[src/hdl/dod_pkg.sv]
package dod_pkg;
    // working register numbers
    localparam logic [3:0] DEFAULT_WORK_REG_W0  = 4'h0;    // implied default register
    localparam logic [3:0] DEFAULT_WORK_REG_W4  = 4'h4;    // lowest multiply register
    localparam logic [3:0] DEFAULT_WORK_REG_W8  = 4'h8;    // x prefetch pointer a
    localparam logic [3:0] DEFAULT_WORK_REG_W9  = 4'h9;    // x prefetch pointer b
    localparam logic [3:0] DEFAULT_WORK_REG_W10 = 4'hA;    // y prefetch pointer a
    localparam logic [3:0] DEFAULT_WORK_REG_W11 = 4'hB;    // y prefetch pointer b
    localparam logic [3:0] DEFAULT_WORK_REG_W12 = 4'hC;    // prefetch index register

    // source addressing modes, 3-bit selector
    localparam logic [2:0] MODE_DIRECT   = 3'h0; // ws
    localparam logic [2:0] MODE_IND      = 3'h1; // [ws]
    localparam logic [2:0] MODE_POSTINC  = 3'h2; // [ws++]
    localparam logic [2:0] MODE_POSTDEC  = 3'h3; // [ws--]
    localparam logic [2:0] MODE_PREINC   = 3'h4; // [++ws]
    localparam logic [2:0] MODE_PREDEC   = 3'h5; // [--ws]
    localparam logic [2:0] MODE_BASEIDX  = 3'h6; // [ws+wb], extended form only

    // prefetch selector, 4 bits: bit3 picks pointer b, low bits the modifier
    localparam logic [2:0] PF_NOMOD   = 3'h0;  // plain indirect
    localparam logic [2:0] PF_PLUS2   = 3'h1;  // post +2
    localparam logic [2:0] PF_PLUS4   = 3'h2;  // post +4
    localparam logic [2:0] PF_PLUS6   = 3'h3;  // post +6
    localparam logic [2:0] PF_INDEXED = 3'h4;  // pointer b + w12 (b only)
    localparam logic [2:0] PF_MINUS6  = 3'h5;  // post -6
    localparam logic [2:0] PF_MINUS4  = 3'h6;  // post -4
    localparam logic [2:0] PF_MINUS2  = 3'h7;  // post -2
    localparam logic [3:0] PF_NONE    = 4'h4;  // pointer a with indexed code
endpackage

[src/hdl/dod_operand_decoder.sv]
// Summary of operation
// - square pair is same register w4..w7
// - multiply pairs are six distinct w4..w7 pairs
// - general register selects any of sixteen
// - plain source and destination reach all sixteen
// - implied register is always w0
// - source operand has six addressing modes
// - extended source adds base-indexed seventh mode
// - x prefetch from w8/w9, w9+w12, none
// - y prefetch from w10/w11, w11+w12, none
// - x prefetch destination within w4..w7
// - y prefetch destination within w4..w7
`timescale 1ns/1ps
`default_nettype none
module dod_operand_decoder (
    input  wire logic        clk,            // core clock, 40 MHz
    input  wire logic        srst,           // synchronous reset, active high
    input  wire logic        dec_valid,      // operand fields valid this cycle
    input  wire logic        sq_sel,         // 1: square form, 0: multiply form
    input  wire logic [1:0]  sq_code,        // square pair code
    input  wire logic [2:0]  mul_code,       // multiply pair code, 0..5 legal
    input  wire logic [3:0]  gen_code,       // general register number
    input  wire logic [3:0]  dst_code,       // plain destination number
    input  wire logic [3:0]  src_code,       // plain/source register number
    input  wire logic [2:0]  mode_code,      // source addressing mode
    input  wire logic        ext_form,       // extended source form allowed
    input  wire logic [3:0]  base_code,      // base register for indexed mode
    input  wire logic [3:0]  xpf_code,       // x prefetch selector
    input  wire logic [1:0]  xdst_code,      // x prefetch destination code
    input  wire logic [3:0]  ypf_code,       // y prefetch selector
    input  wire logic [1:0]  ydst_code,      // y prefetch destination code
    output logic             out_valid,      // decoded fields valid
    output logic [3:0]       mul_a_reg,      // multiplicand register
    output logic [3:0]       mul_b_reg,      // multiplier register
    output logic [3:0]       general_work_reg, // decoded general register
    output logic [3:0]       dst_reg,        // decoded destination register
    output logic [3:0]       src_reg,        // decoded source register
    output logic [3:0]       default_work_reg, // implied register
    output logic [2:0]       src_operand_mode, // decoded addressing mode
    output logic [3:0]       base_work_reg,  // base register when indexed
    output logic             xpf_en,         // x prefetch happens
    output logic [3:0]       xpf_ptr,        // x pointer register
    output logic             xpf_indexed,    // x address is ptr + w12
    output logic signed [3:0] xpf_step,      // x post-modify step
    output logic [3:0]       xpf_dst,        // x prefetch destination
    output logic             ypf_en,         // y prefetch happens
    output logic [3:0]       ypf_ptr,        // y pointer register
    output logic             ypf_indexed,    // y address is ptr + w12
    output logic signed [3:0] ypf_step,      // y post-modify step
    output logic [3:0]       ypf_dst,        // y prefetch destination
    output logic             illegal_operand // an encoded selector is illegal
);
    // decoded prefetch: {en, ptr, indexed, step}; every selector code is legal
    typedef struct packed {
        logic              en;
        logic [3:0]        ptr;
        logic              indexed;
        logic signed [3:0] step;
    } dod_pf_s;

    // one decoder serves both spaces; only the pointer pair differs
    function automatic dod_pf_s dod_pf_decode(input logic [3:0] code,
                                              input logic [3:0] ptr_a,
                                              input logic [3:0] ptr_b);
        dod_pf_s r;
        r = '0;
        r.en    = 1'b1;
        r.ptr   = code[3] ? ptr_b : ptr_a;
        // low bits pick the post-modify step
        unique case (code[2:0])
            dod_pkg::PF_NOMOD:   r.step = 4'sh0;
            dod_pkg::PF_PLUS2:   r.step = 4'sh2;
            dod_pkg::PF_PLUS4:   r.step = 4'sh4;
            dod_pkg::PF_PLUS6:   r.step = 4'sh6;
            dod_pkg::PF_MINUS6:  r.step = -4'sh6;
            dod_pkg::PF_MINUS4:  r.step = -4'sh4;
            dod_pkg::PF_MINUS2:  r.step = -4'sh2;
            dod_pkg::PF_INDEXED:
            begin
                // indexed exists only on pointer b; the a-slot means none
                r.indexed = code[3];
                r.en      = code[3];
                r.ptr     = code[3] ? ptr_b : 4'h0;
            end
        endcase
        return r;
    endfunction

    // combinational decode of the current fields
    logic [3:0]  mula_next;      // multiplicand
    logic [3:0]  mulb_next;      // multiplier
    logic        mul_bad;        // multiply pair code out of range
    logic        mode_bad;       // mode not allowed for this form
    logic [3:0]  base_next;      // base register if indexed mode
    dod_pf_s     xpf_d;          // x prefetch decode
    dod_pf_s     ypf_d;          // y prefetch decode

    // multiplier pair selection
    always_comb
    begin
        mula_next = dod_pkg::DEFAULT_WORK_REG_W4;
        mulb_next = dod_pkg::DEFAULT_WORK_REG_W4;
        mul_bad   = 1'b0;
        if (sq_sel)
        begin
            // same register twice, w4..w7 by construction
            mula_next = dod_pkg::DEFAULT_WORK_REG_W4 + {2'h0, sq_code};
            mulb_next = dod_pkg::DEFAULT_WORK_REG_W4 + {2'h0, sq_code};
        end
        else
        begin
            // pair codes ascend, a is always the lower register
            unique case (mul_code)
                3'h0:
                begin
                    mula_next = 4'h4;
                    mulb_next = 4'h5;
                end
                3'h1:
                begin
                    mula_next = 4'h4;
                    mulb_next = 4'h6;
                end
                3'h2:
                begin
                    mula_next = 4'h4;
                    mulb_next = 4'h7;
                end
                3'h3:
                begin
                    mula_next = 4'h5;
                    mulb_next = 4'h6;
                end
                3'h4:
                begin
                    mula_next = 4'h5;
                    mulb_next = 4'h7;
                end
                3'h5:
                begin
                    mula_next = 4'h6;
                    mulb_next = 4'h7;
                end
                default: mul_bad = 1'b1;  // codes 6,7 flagged, not remapped
            endcase
        end
    end

    // addressing mode legality
    always_comb
    begin
        base_next = 4'h0;
        mode_bad  = 1'b0;
        if (mode_code == dod_pkg::MODE_BASEIDX)
        begin
            // seventh mode only on the extended form
            mode_bad  = !ext_form;
            base_next = base_code;
        end
        else if (mode_code > dod_pkg::MODE_BASEIDX)
        begin
            // mode 7 has no meaning in either form
            mode_bad = 1'b1;
        end
    end

    // prefetch address decode for both data spaces
    always_comb
    begin
        xpf_d = dod_pf_decode(xpf_code, dod_pkg::DEFAULT_WORK_REG_W8, dod_pkg::DEFAULT_WORK_REG_W9);
        ypf_d = dod_pf_decode(ypf_code, dod_pkg::DEFAULT_WORK_REG_W10, dod_pkg::DEFAULT_WORK_REG_W11);
    end

    // registered multiply and register outputs
    always_ff @(posedge clk)
    begin
        if (srst)
        begin
            mul_a_reg        <= dod_pkg::DEFAULT_WORK_REG_W4;
            mul_b_reg        <= dod_pkg::DEFAULT_WORK_REG_W4;
            general_work_reg <= 4'h0;
            dst_reg          <= 4'h0;
            src_reg          <= 4'h0;
            default_work_reg <= dod_pkg::DEFAULT_WORK_REG_W0;
        end
        else if (dec_valid)
        begin
            mul_a_reg        <= mula_next;
            mul_b_reg        <= mulb_next;
            general_work_reg <= gen_code;
            dst_reg          <= dst_code;
            src_reg          <= src_code;
            default_work_reg <= dod_pkg::DEFAULT_WORK_REG_W0;
        end
    end

    // registered mode outputs
    always_ff @(posedge clk)
    begin
        if (srst)
        begin
            src_operand_mode <= dod_pkg::MODE_DIRECT;
            base_work_reg    <= 4'h0;
        end
        else if (dec_valid)
        begin
            src_operand_mode <= mode_code;
            base_work_reg    <= base_next;
        end
    end

    // registered prefetch outputs; destinations are w4 plus a 2-bit code
    always_ff @(posedge clk)
    begin
        if (srst)
        begin
            xpf_en      <= 1'b0;
            xpf_ptr     <= 4'h0;
            xpf_indexed <= 1'b0;
            xpf_step    <= 4'sh0;
            xpf_dst     <= dod_pkg::DEFAULT_WORK_REG_W4;
            ypf_en      <= 1'b0;
            ypf_ptr     <= 4'h0;
            ypf_indexed <= 1'b0;
            ypf_step    <= 4'sh0;
            ypf_dst     <= dod_pkg::DEFAULT_WORK_REG_W4;
        end
        else if (dec_valid)
        begin
            xpf_en      <= xpf_d.en;
            xpf_ptr     <= xpf_d.ptr;
            xpf_indexed <= xpf_d.indexed;
            xpf_step    <= xpf_d.step;
            xpf_dst     <= dod_pkg::DEFAULT_WORK_REG_W4 + {2'h0, xdst_code};
            ypf_en      <= ypf_d.en;
            ypf_ptr     <= ypf_d.ptr;
            ypf_indexed <= ypf_d.indexed;
            ypf_step    <= ypf_d.step;
            ypf_dst     <= dod_pkg::DEFAULT_WORK_REG_W4 + {2'h0, ydst_code};
        end
    end

    // valid and illegal flags follow each decode by one cycle
    always_ff @(posedge clk)
    begin
        if (srst)
        begin
            out_valid       <= 1'b0;
            illegal_operand <= 1'b0;
        end
        else
        begin
            out_valid       <= dec_valid;
            illegal_operand <= dec_valid && ((!sq_sel && mul_bad) || mode_bad);
        end
    end

    // checks
    AST_SQ_SAME: assert property (@(posedge clk) disable iff (srst)
        dec_valid && sq_sel |=> mul_a_reg == mul_b_reg && mul_a_reg[3:2] == 2'h1)
        else $error("square pair not a repeated w4..w7");
    AST_MUL_PAIR: assert property (@(posedge clk) disable iff (srst)
        dec_valid && !sq_sel && mul_code < 3'h6 |=>
        mul_a_reg < mul_b_reg && mul_a_reg[3:2] == 2'h1 && mul_b_reg[3:2] == 2'h1)
        else $error("multiply pair not distinct w4..w7");
    AST_GEN_REG: assert property (@(posedge clk) disable iff (srst)
        dec_valid |=> general_work_reg == $past(gen_code))
        else $error("general register mismatch");
    AST_SRC_DST: assert property (@(posedge clk) disable iff (srst)
        dec_valid |=> dst_reg == $past(dst_code) && src_reg == $past(src_code))
        else $error("plain register mismatch");
    AST_DEFAULT_W0: assert property (@(posedge clk) disable iff (srst)
        out_valid |-> default_work_reg == dod_pkg::DEFAULT_WORK_REG_W0)
        else $error("implied register not w0");
    AST_MODE: assert property (@(posedge clk) disable iff (srst)
        dec_valid && mode_code < dod_pkg::MODE_BASEIDX |=> src_operand_mode == $past(mode_code)
        && !illegal_operand || (!$past(sq_sel) && $past(mul_code) > 3'h5))
        else $error("plain mode mishandled");
    AST_BASEIDX: assert property (@(posedge clk) disable iff (srst)
        dec_valid && mode_code == dod_pkg::MODE_BASEIDX && !ext_form |=> illegal_operand)
        else $error("indexed mode accepted on plain form");
    AST_XPF: assert property (@(posedge clk) disable iff (srst)
        dec_valid && xpf_code == 4'hC |=> xpf_en && xpf_indexed && xpf_ptr == 4'h9)
        else $error("x indexed prefetch wrong");
    AST_XPF_NONE: assert property (@(posedge clk) disable iff (srst)
        dec_valid && xpf_code == dod_pkg::PF_NONE |=> !xpf_en)
        else $error("x none prefetch enabled");
    AST_YPF: assert property (@(posedge clk) disable iff (srst)
        dec_valid && ypf_code == 4'h3 |=> ypf_en && ypf_ptr == 4'hA && ypf_step == 4'sh6)
        else $error("y post +6 prefetch wrong");
    AST_XDST: assert property (@(posedge clk) disable iff (srst)
        out_valid |-> xpf_dst[3:2] == 2'h1)
        else $error("x destination outside w4..w7");
    AST_YDST: assert property (@(posedge clk) disable iff (srst)
        out_valid |-> ypf_dst[3:2] == 2'h1)
        else $error("y destination outside w4..w7");
    AST_ILLEGAL: assert property (@(posedge clk) disable iff (srst)
        dec_valid && !sq_sel && mul_code > 3'h5 |=> illegal_operand && out_valid)
        else $error("bad multiply code not flagged");
endmodule
`default_nettype wire

[config.mk]
export PLATFORM = sky130hd
export DESIGN_NAME = dod_operand_decoder
export DESIGN_NICKNAME = d
export VERILOG_FILES = /design/src/hdl/dod_pkg.sv /design/src/hdl/dod_operand_decoder.sv
export SDC_FILE = /design/constraint.sdc
export NUM_CORES = 1
export LEC_CHECK = 0
export BUFFER_PORTS_ARGS = -buffer_cell sky130_fd_sc_hd__buf_2
export CAP_MARGIN = 40
export CORE_MARGIN = 4
export CORE_UTILIZATION = 35
export DETAILED_ROUTE_END_ITERATION = 7
export PLACE_DENSITY = 0.69
export SLEW_MARGIN = 20
export SYNTH_ARGS = -nofsm -noshare
export SYNTH_HDL_FRONTEND = slang
export SYNTH_SLANG_ARGS = --single-unit
[constraint.sdc]
create_clock -name clk -period 0.8 [get_ports clk]
set_input_delay 0.04 -clock clk [delete_from_list [all_inputs] [get_ports clk]]
set_output_delay 0.04 -clock clk [all_outputs]
set_load 0.02 [all_outputs]
=== After elaboration in Yosys (flattened, before gate mapping) ===
Cells that the tools add are included.

* Add/subtract/negate cells: 3
* $mul: 0
* Div/mod/pow operators: 0
* $lt $le $gt $ge: 1
* Equality and inequality tests: 20
* Shift operators: 0
* Mux-type cells: 17
* Bitwise gates (word level): 0
* Reduce and logical (&&, ||, !) cells: 10

{| class="wikitable"
|+ Operators by type and width
! operator !! number
|-
| $pmux W4 S6 || 2
|-
| $eq A3 B3 Y1 const B || 11
|-
| $mux W4 || 5
|-
| $eq A3 B2 Y1 const B || 6
|-
| $add A3 B2 Y4 const A || 3
|-
| $mux W6 || 2
|-
| $eq A3 B1 Y1 const B || 3
|-
| $mux W1 || 6
|-
| $pmux W2 S3 || 1
|-
| $reduce_or A6 Y1 || 1
|-
| $pmux W2 S2 || 1
|-
| $reduce_or A2 Y1 || 2
|-
| $gt A3 B3 Y1 const B || 1
|-
| $logic_not A3 Y1 || 1
|-
| $reduce_or A3 Y1 || 1
|-
| $logic_and A1 B1 Y1 || 2
|-
| $logic_not A1 Y1 || 2
|-
| $logic_or A1 B1 Y1 || 1
|}

* Flip-flop bits (word level): 57
* Latch bits: 0
* RAM bits: 0
* Memory bits (read-only): 0
* Bits of input ports: 41
* Output and inout port bits: 61
* Word-level logic and storage cells: 70
* Memories kept: 0

=== Logic depth before layout (Yosys ltp) ===
* Depth after elaboration: 7
* Mapped depth: 4
* Gate-level depth less buffers: 3

=== Worst setup path before layout ===
OpenSTA, ideal clock, no wires.

* Path kind: flip-flop to flip-flop
* Start point: reg ypf_indexed (netlist name)
* End point: reg ypf_indexed
* Setup time: 0.060 ns
* Arrival: 0.745 ns
* Required time: 0.740 ns
* Setup slack: -0.005 ns
* Cell stages (with the launch flop): 4
* Path buffers: 0
* Clock period less this slack: 0.805 ns
* Cell sequence: dfxtp_1 > inv_1 > o21ai_0 > and3b_1

{| class="wikitable"
|+ RTL lines
! what !! line !! RTL
|-
| to (signal assigned) || dod_operand_decoder.sv:237 || <nowiki>ypf_indexed <= ypf_d.indexed;</nowiki>
|-
| to (decl) || dod_operand_decoder.sv:48 || <nowiki>output logic ypf_indexed,</nowiki>
|}

=== Final worst setup path ===
* Start point: reg ypf_ptr[1]
* End point: out ypf_ptr[1]

{| class="wikitable"
|+ RTL lines
! what !! line !! RTL
|-
| from (decl) || dod_operand_decoder.sv:47 || <nowiki>output logic [3:0] ypf_ptr,</nowiki>
|-
| from (signal assigned) || dod_operand_decoder.sv:236 || <nowiki>ypf_ptr <= ypf_d.ptr;</nowiki>
|}

No word-level cell between the ends.

==> results.cfg <==
[status]
outcome = complete, but fails checks
violations = negative setup slack

[grt]
grt_first_pass_wirelength_um = 7290
antenna_found_initial = 0
grt_pass1_vias = 1525
grt_max_degree = 22
overflow = 0
track_usage = 0.148

[timing]
clock.fmax_mhz = 1230
tns_ns = -0.0439
min_period_ns = 0.815
fin_crit_sh = 1.02
fin_ws_ns = -0.0148
skew_ns = 0
final_hold_viol_count = 0
drv_slew = 0
setup_viol = 3
grt_setup_unrepaired = true

[critical_path]
cp_slowest_cell = dfxtp_4
path_buf_inv = 1
r2r_end = mul_a_reg[1]
critical_path_class = flip-flop to primary output
crit_chain = buf_6
cp_slowest_stage_delay_ns = 0.36
worst-r2r-setup-slack_ns = 0.06
start_kind = flip-flop
worst_r2r_path_depth = 3
reg2reg_from = mul_a_reg[1]
cp.arrival_ns = 0.77
cp_max_fo = 4
cp_top_family = flip-flops
required_ns = 0.76
end_kind = primary output

[yosys]
avgSynthCellArea_sq_um = 9.54
synth_top_cell_by_area = dfxtp_1
ys_seq_area_frac = 0.473
synth_top_area_share = 0.473
synth_edf_count = 0
yosysMostFrequentCell = dfxtp_1
synthTopCellsByCount = dfxtp_1 (41), nor2_1 (30), mux2i_1 (23)
netlist_area_sq_mm = 0.00174
async_flop_share = 0
synth.distinct_cells = 33
synth_ff_type = dfxtp_1
syn_inst = 182
yosysWarnings = 0
synth-seq-cells = 41
synth.top_cells.by_area = dfxtp_1 (47%), mux2i_1 (13%), buf_4 (9.1%)

[worst_hold_path]
min_from = dst_code[1]
min_to = dst_reg[1]
hold_class = input port to flip-flop
hold_path_depth = 3

[clock_network]
clockRootBuffer = clkbuf_8
path_clk_slew_ns = 0.08
cts_buffer_depth = 2
clk_latency_ns = 0.28
cts_made_buffers = 5
cts.sinks = 41
cts_tree = done
h-tree-depth = 2

[finish]
area_delta_synth_final_pct = 62.8
fillers = 430
drive_gt1_frac = 0.498
diodes = 0
final_nets = 331

[floorplan]
fp.dieH_um = 78.4
die_w_um = 78.4
ioPinCount = 102
rows = 25
core_sq_mm = 0.00475
start_util = 0.365
die-area_sq_mm = 0.00615

[drt]
final_antenna_net_count = 0
drc_errors = 0
vias_per_cell = 4.34
wl_per_cell_um = 12.7
vias = 1553
routed_wl_um = 4560
initialDrtViolationCount = 51
drtPass1Iterations = 4

[power]
power_density_mw_per_mm2 = 1680
p_leak_uw = 0.00135
peakVddDrop_mv = 1.18

[place]
place_ws_ns = -0.0442
routabilityCongestion = 0.848
hpwl_um = 3010
io_buffers = 84

[flow_run]
max-cap-violations = 0
how the worst max path moves through the flow:
| stage | startpoint | endpoint | cells past startpoint |
|---|---|---|---|
| 2_1_floorplan | xpf_indexed | xpf_indexed | 3 |
| 3_3_place_gp | mul_code[0] | mul_b_reg[0] | 4 |
| 3_5_place_dp | mul_code[0] | mul_b_reg[0] | 4 |
| 4_1_cts | ypf_ptr[1] | ypf_en | 1 |
| 5_1_grt | ypf_ptr[1] | ypf_en | 1 |
| 6_report | ypf_ptr[1] | ypf_ptr[1] | 1 |
area by class of cell:
cell class	count	area, sq um	share of cell area
repair buffers	115	1010	0.357
flip-flops and latches	41	873	0.309
multi-input cells	121	736	0.260
clock buffers	7	96.3	0.0341
well taps	67	83.8	0.0297
inverters	6	22.5	0.00797
clock inverters	1	5.00	0.00177
power by group:
part	total [uW]	internal, uW	switching, uW
Sequential	2260	2170	80.9
Combinational	1050	536	518
Clock	1450	780	673
Total	4760	3490	1270
metrics by stage:
step / hold slack [ns] / total power [uW] / utilization / std cells / area (sq um)
3_3_place_gp: 0.266 / 3070 / 0.462 / 329 / 2200
5_1_grt: 0.0281 / 5000 / 0.594 / 358 / 2830
2_1_floorplan: 0.179 / 2830 / - / 197 / 1790
3_5_place_dp: 0.272 / 3080 / 0.462 / 329 / 2200
4_1_cts: 0.0109 / 4790 / 0.589 / 357 / 2800
6_report: 0.0124 / 4760 / 0.594 / 358 / 2830
cells in the final DEF, fill, tap and decap left out, drive strengths merged:
cell          n
buf          96
dfxtp        41
nor2         30
mux2i        23
dlygate4sd3  19
conb         17
a21oi         8
clkbuf        7
nor2b         6
inv           6
nand2b        6
nand2         5
a211oi        3
o21ai         3
o31ai         2
a31oi         2
o211ai        2
and3b         2
and2b         1
o22ai         1
and2          1
nor3b         1
o32ai         1
a211o         1
a311oi        1
and4b         1
a21boi        1
nand4b        1
or3           1
nand3         1
clkinv        1
cells by family (layout without fill, tap and decap cells):
group / count (synthesis) / count (layout) / share of synthesized area
AO/OA/AOI/OAI: 25 / 25 / 0.0958
buffers and inverters: 35 / 129 / 0.136
flip-flops: 41 / 41 / 0.473
multiplexers: 23 / 23 / 0.133
other: 2 / 17 / 0.00432
AND/OR/NAND/NOR: 56 / 56 / 0.159
what timing repair did:
action / in CTS / in global routing
buffers inserted: 1 / 1
setup endpoints to repair: 44 / 39
gates resized for setup: 118 / 10
endpoints found under the hold margin: 19 / 0
hold buffers: 19 / 0
pin swaps: 0 / 1
layer usage:
layer | up-vias | wire length (um) | track usage
li1 | 784 | - | -
met1 | 710 | 1800 | 0.171
met2 | 55 | 2340 | 0.259
met3 | 4 | 381 | 0.0482
met4 | 0 | 31 | 0.0420
met5 | - | 0 | 0
No activity file was read; power rests on OpenSTA's default activity.
